==> config.mk <==
export PLATFORM = sky130hd
export DESIGN_NAME = lhr_heater
export DESIGN_NICKNAME = d
export VERILOG_FILES = /design/src/hw/lhr_heater.v
export VERILOG_INCLUDE_DIRS = /design/src /design/src/shared
export SDC_FILE = /design/constraint.sdc
export NUM_CORES = 1
export LEC_CHECK = 0
export BUFFER_PORTS_ARGS = -buffer_cell sky130_fd_sc_hd__buf_4
export CAP_MARGIN = 20
export CORE_MARGIN = 5
export CORE_UTILIZATION = 40
export DETAILED_ROUTE_END_ITERATION = 16
export GPL_ROUTABILITY_DRIVEN = 0
export PLACE_DENSITY = 0.68
export SYNTH_ARGS = -nofsm -noshare
export SYNTH_HDL_FRONTEND = slang
export SYNTH_SLANG_ARGS = --single-unit
==> constraint.sdc <==
create_clock -name core_clk_in -period 11.5 [get_ports core_clk_in]
set_input_delay 2.3 -clock core_clk_in [delete_from_list [all_inputs] [get_ports core_clk_in]]
set_output_delay 2.3 -clock core_clk_in [all_outputs]
set_load 0.02 [all_outputs]
==> src/shared/lhr_defs.vh <==
`ifndef LHR_DEFS_VH
`define LHR_DEFS_VH

// ==========================================================
// Register offsets
`define LHR_ADDR_CONFIG        8'h49
`define LHR_ADDR_TARGET        8'h4A
`define LHR_ADDR_MEASURED      8'h4B

// ==========================================================
// Configuration field positions
`define LHR_MODE_LSB           0
`define LHR_MODE_MSB           2
`define LHR_ISEL_LSB           3
`define LHR_ISEL_MSB           4
`define LHR_OFF_LSB            5
`define LHR_OFF_MSB            7

// ==========================================================
// Reset values
`define LHR_CONFIG_RST         8'h00
`define LHR_TARGET_RST         8'h00
`define LHR_MEASURED_RST       8'h00

// ==========================================================
// Heating modes
`define LHR_MODE_DISABLED      3'h0
`define LHR_MODE_REGULATE      3'h1
`define LHR_MODE_MONITOR       3'h2
`define LHR_MODE_PULSED_ON     3'h4
`define LHR_MODE_FULL_ON       3'h5

// ==========================================================
// Timing
`define LHR_CLK_MHZ            40
`define LHR_SETTLE_NS          1000
`define LHR_SETTLE_CYC         ((`LHR_SETTLE_NS * `LHR_CLK_MHZ + 999) / 1000)
`define LHR_OFF_BASE_US        10
`define LHR_OFF_BASE_CYC       (`LHR_OFF_BASE_US * `LHR_CLK_MHZ)

`endif

==> src/hw/lhr_heater.v <==
`timescale 1ns/10ps
`include "lhr_defs.vh"

module lhr_heater #(
    parameter integer SETTLE_CYC   = `LHR_SETTLE_CYC,
    parameter integer OFF_BASE_CYC = `LHR_OFF_BASE_CYC
) (
    input  wire       core_clk_in,
    input  wire       rst_n_in,
    input  wire [7:0] reg_addr_in,
    input  wire       reg_wr_in,
    input  wire [7:0] reg_wdata_in,
    output reg  [7:0] reg_rdata_out,
    input  wire       cmp_elem_high_in,
    output reg        ref_current_en_out,
    output reg  [1:0] ref_current_sel_out,
    output reg  [7:0] dac_code_out,
    output reg        heater_switch_out,
    output reg        measure_done_out
);

    // ==========================================================
    // Sequencer states
    localparam [1:0] ST_IDLE   = 2'h0;
    localparam [1:0] ST_SETTLE = 2'h1;
    localparam [1:0] ST_OFF    = 2'h2;

    // ==========================================================
    // Registers
    reg  [7:0]  config_r;
    reg  [7:0]  target_r;
    reg  [7:0]  measured_r;
    reg  [1:0]  state_r;
    reg  [2:0]  bit_r;
    reg  [7:0]  sar_r;
    // Wide enough for the longest idle at the default base
    reg  [23:0] cnt_r;

    // ==========================================================
    // Configuration decode
    wire [2:0]  mode     = config_r[`LHR_MODE_MSB:`LHR_MODE_LSB];
    wire [2:0]  off_code = config_r[`LHR_OFF_MSB:`LHR_OFF_LSB];
    // Reserved modes fall through to no measurement and no heating
    wire        measuring_mode = (mode == `LHR_MODE_REGULATE) ||
                                 (mode == `LHR_MODE_MONITOR) ||
                                 (mode == `LHR_MODE_PULSED_ON);
    // Doubling per code keeps the idle time strictly increasing
    wire [23:0] off_cyc  = OFF_BASE_CYC[23:0] << off_code;
    wire        in_pulse = (state_r == ST_SETTLE);

    // Comparator read on the last cycle of a window, once the DAC has settled
    wire        window_end = (cnt_r == SETTLE_CYC[23:0] - 24'h000001);
    // Live off field: a shorter code cuts the current idle at once
    wire        off_end    = (cnt_r >= off_cyc - 24'h000001);
    wire        last_bit   = (bit_r == 3'h0);

    // ==========================================================
    // Register write port
    // Writes to the measured code or unmapped offsets are dropped
    always @(posedge core_clk_in or negedge rst_n_in)
    begin
        if (!rst_n_in)
        begin
            config_r <= `LHR_CONFIG_RST;
            target_r <= `LHR_TARGET_RST;
        end
        else if (reg_wr_in)
        begin
            if (reg_addr_in == `LHR_ADDR_CONFIG)
                config_r <= reg_wdata_in;
            if (reg_addr_in == `LHR_ADDR_TARGET)
                target_r <= reg_wdata_in;
        end
    end

    // ==========================================================
    // Register read port
    // Registered read; unmapped addresses return zero
    always @(posedge core_clk_in or negedge rst_n_in)
    begin
        if (!rst_n_in)
            reg_rdata_out <= 8'h00;
        else
        begin
            case (reg_addr_in)
                `LHR_ADDR_CONFIG:   reg_rdata_out <= config_r;
                `LHR_ADDR_TARGET:   reg_rdata_out <= target_r;
                `LHR_ADDR_MEASURED: reg_rdata_out <= measured_r;
                default:            reg_rdata_out <= 8'h00;
            endcase
        end
    end

    // ==========================================================
    // Measurement sequencer: one SAR bit per settle window
    always @(posedge core_clk_in or negedge rst_n_in)
    begin
        if (!rst_n_in)
        begin
            // No pulse runs until a measuring mode is set
            state_r          <= ST_IDLE;
            bit_r            <= 3'h7;
            sar_r            <= 8'h00;
            cnt_r            <= 24'h000000;
            measured_r       <= `LHR_MEASURED_RST;
            measure_done_out <= 1'b0;
        end
        else
        begin
            // Done is a single-cycle strobe
            measure_done_out <= 1'b0;
            if (!measuring_mode)
            begin
                // Pulse dropped; measured code keeps its last value
                state_r <= ST_IDLE;
                cnt_r   <= 24'h000000;
            end
            else
            begin
                case (state_r)
                    ST_IDLE:
                    begin
                        // Every pulse restarts from the mid-scale MSB trial
                        state_r <= ST_SETTLE;
                        bit_r   <= 3'h7;
                        sar_r   <= 8'h80;
                        cnt_r   <= 24'h000000;
                    end
                    ST_SETTLE:
                    begin
                        if (window_end)
                        begin
                            cnt_r <= 24'h000000;
                            // Element higher than DAC point: keep the trial bit
                            if (!cmp_elem_high_in)
                                sar_r[bit_r] <= 1'b0;
                            // LSB decided here; one update per completed pulse
                            if (last_bit)
                            begin
                                measured_r       <= cmp_elem_high_in ? sar_r
                                                    : (sar_r & 8'hFE);
                                measure_done_out <= 1'b1;
                                state_r          <= ST_OFF;
                            end
                            else
                            begin
                                // Next lower bit becomes the trial
                                bit_r             <= bit_r - 3'h1;
                                sar_r[bit_r - 3'h1] <= 1'b1;
                            end
                        end
                        else
                            cnt_r <= cnt_r + 24'h000001;
                    end
                    ST_OFF:
                    begin
                        // Reference current stays off for the whole idle
                        if (off_end)
                            state_r <= ST_IDLE;
                        else
                            cnt_r <= cnt_r + 24'h000001;
                    end
                    default:
                        state_r <= ST_IDLE;
                endcase
            end
        end
    end

    // ==========================================================
    // Analog drive and heater switch
    always @(posedge core_clk_in or negedge rst_n_in)
    begin
        if (!rst_n_in)
        begin
            ref_current_en_out  <= 1'b0;
            ref_current_sel_out <= 2'h0;
            dac_code_out        <= 8'h00;
            heater_switch_out   <= 1'b0;
        end
        else
        begin
            // Current and switch change on one edge, so they never overlap
            ref_current_en_out  <= measuring_mode && (state_r == ST_SETTLE);
            ref_current_sel_out <= config_r[`LHR_ISEL_MSB:`LHR_ISEL_LSB];
            // DAC follows the trial word one edge later
            dac_code_out        <= sar_r;
            case (mode)
                // Released during pulses so heating current cannot skew the reading
                `LHR_MODE_REGULATE:
                    heater_switch_out <= !in_pulse && (measured_r < target_r);
                `LHR_MODE_MONITOR:
                    heater_switch_out <= 1'b0;
                `LHR_MODE_PULSED_ON:
                    heater_switch_out <= !in_pulse;
                `LHR_MODE_FULL_ON:
                    heater_switch_out <= 1'b1;
                // Reserved codes land here and heat nothing
                default:
                    heater_switch_out <= 1'b0;
            endcase
        end
    end

endmodule

==> impl_results.md <==
* Status: finished, final reports clean
* Final hold vios at 0
* Rel. slew slack at 27.6%
* Arrival @ worst endpoint at 4.40 ns
* Max Clock Freq at 238 MHz
* Commonest non-fill, non-tap cell in the layout: dfrtp_1
* Vias in the first global route at 3851
* Area delta synth->final at 15.3%
* Routed Antenna Nets at 0
* Vias after detailed routing at 3930
* Met2 Use GR at 25.4%
* Drt via density at 5.95
* Clock Skews at 0.00377 ns
* Logic pwr share at 13.0%
* Seq pwr share at 46.0%
* GR Util met3 at 4.11%
* Post-CTS setup buffer count at 0
* Library cells used by synthesis at 56
* Switch Pwr at 201 uW
* Synth warn at 0
* GR Util met1 at 22.4%
* Multi-input gate area at 2490 sq um
* Cts repair resizes at 0
* Clock share of power at 41.0%
* RSZ-0062 raised after global routing: false
* Clock slew at reported path FFs at 0.07 ns
* Cell Pwr Density at 128 nW/um^2
* Seq. cell area at 2060 sq um
* Hold Path Depth at 0
* First-pass GRT wire length at 19.2 mm
* GR Util All Layers at 16.2%
* Post-layout min period at 4.20 ns
* Worst setup path class: flop to flop
* Syn nets at 528
* Slew Viols, Final at 0
* Post-synthesis average cell area at 9.85 sq um
* Commonest cells after routing, fill and taps aside: dfrtp_1 (79), nand2_1 (43), buf_4 (42)
* CTS tree: built
* Max IR drop VDD at 0.130 mV
* Layout cells sized above 1 at 18.0%
* Synth Register Bits at 82
* Global route overflow at 0
* Num rows at 39
* Period utilization at 36.5%
* Placed cell count at 644
* Largest net degree at the start of global routing at 83
* CTS Hold Bufs at 0
* CTS Sinks at 82
* Switching Share at 29.0%
* DRT iter0 DRCs at 350
* Die Ht at 119 um
* Hpwl dp at 7.94 mm
* Final setup fails at 0
* Post-Route WL at 11.2 mm
* Worst setup EP type: flop
* Total die area at 14100 sq um
* Fin cells at 661
* Fin Hold WS at 0.393 ns
* Io pins at 41
* Reg2reg path depth at 13
* Starting Density at 41.1%
* P_leak at 2.57 nW
* Diode count at 0
* WP data required at 11.70 ns
* Post-synth EDFFs at 0
* DR DRC count at 0
* Top FF cell, synth: dfrtp_1
* Hold Crit Class: flop to flop
* DR pass1 iterations at 5
* Core area at 11500 sq um
* Per-cell routed wire length at 16.9 um
* NumNets Final at 562
* Worst Max-Slew Pin Slew at 1.08 ns
* Skew-Pair Late Insertion Delay at 0.34 ns
* Port bufs at 40
* FF-to-FF setup slack at 7.30 ns
* Critical Path Source Type: flop
* Synth Instances at 479
* Root Driver: clkbuf_16
* Grt peak-use layer: met2
* Inserted Clock Buffers at 9
* Async SR Flop Fraction at 100%
* Part of the Yosys area used for sequential elements at 43.6%
* Initial antenna violation count at 0
* Top cells by area, synth: dfrtp_1 (42%), ha_1 (7.7%), o31ai_1 (5.7%)
* Crit-path max FO at 26
* Fillers at 1068
* Die width at 119 um
* H-tree depth at 3
* Largest area contributor in the netlist: dfrtp_1
* Post-synth top area share at 41.9%
* Synthesized area at 4720 sq um
* Post-Route Setup TNS at 0 ns
* Max_cap viols at 0
* CTS max path bufs at 2
* Pint at 494 uW
## Yosys cell counts (4+ instances only)
master / instances
mux2_2: 22
nor3b_1: 5
buf_2: 5
nor3_1: 8
a22oi_1: 9
o31ai_1: 36
and3_1: 5
clkbuf_1: 11
inv_1: 21
xnor2_1: 4
a21oi_1: 16
nand4_1: 7
a31oi_1: 10
dfrtp_1: 79
nor4_1: 10
nor2_1: 33
o41ai_1: 6
nor2b_1: 7
nand2_1: 43
ha_1: 29
nand2b_1: 5
o21ai_0: 20
o22ai_1: 4
o21ai_1: 14
and4_1: 4
mux2_1: 7
nand3_1: 11
## worst paths after layout
kind / end / from
setup / recovery: cnt_r[15] / config_r[6]
min in group asynchronous: ref_current_sel_out[0] / rst_n_in
hold / removal: dac_code_out[2] / sar_r[2]
max in group asynchronous: bit_r[0] / rst_n_in
setup reg to reg: cnt_r[15] / config_r[6]
hold reg to reg: dac_code_out[2] / sar_r[2]
## metrics by stage
stage / total power [mW] / instance area, sq um / utilization [%] / setup WS [ns]
floorplan: 0.379 / 4720 / - / 7.82
global placement: 0.413 / 5120 / 44.7 / 7.45
detailed placement: 0.415 / 5120 / 44.7 / 7.32
CTS: 0.701 / 5420 / 47.2 / 7.29
global route: 0.729 / 5440 / 47.4 / 6.92
finish: 0.696 / 5440 / 47.4 / 7.30
## cell families (layout without fill, tap and decap cells)
family / after synthesis / after routing / synth area share (%)
flops: 82 / 82 / 43.6
simple gates: 158 / 158 / 18.0
fa+ha+maj: 29 / 29 / 7.69
buf+inv: 41 / 80 / 3.55
xor+xnor: 6 / 6 / 1.11
mux: 32 / 32 / 7.56
compound gates: 131 / 131 / 18.5
## power groups by stage
stage	Combinational, mW	Sequential (mW)	Clock (mW)
global route	0.101	0.323	0.305
detailed placement	0.0894	0.326	0
finish	0.0904	0.320	0.285
floorplan	0.0530	0.326	0
CTS	0.0902	0.320	0.291
global placement	0.0876	0.325	0
## critical path, stage by stage, from the launching register on
cell and delay, ns:
dfrtp_1 0.53, inv_1 0.20, ha_1 0.26, or3_1 0.42
o41ai_1 0.29, nor2_1 0.07, o21ai_0 0.23, ha_1 0.28
a21oi_1 0.14, o21ai_0 0.10, a2111o_1 0.48, o21ba_1 0.53
o31ai_1 0.40, o41ai_1 0.12
## cell type report
class,count,area share [%]
well taps,143,3.29
clock inverters,7,1.27
clock buffers,9,4.14
repair buffers,43,6.17
inverters,21,1.45
multi-input cells,356,45.9
flip-flops and latches,82,37.8
## registers in the layout, indices dropped and copies added (netlist names), 2 cells and up
name / flops
sar_r: 8
measured_r: 8
dac_code_out: 8
reg_rdata_out: 8
state_r: 2
config_r: 8
bit_r: 3
cnt_r: 24
ref_current_sel_out: 2
target_r: 8
## metal layers
layer	part of all wire, %	vias to the layer above	wire length (um)
met1	47	1942	5220
met2	47	112	5220
met3	5.1	17	573
met5	0	-	0
li1	-	1859	-
met4	1.6	0	177
Note: power is estimated with default switching activity, not from simulation.
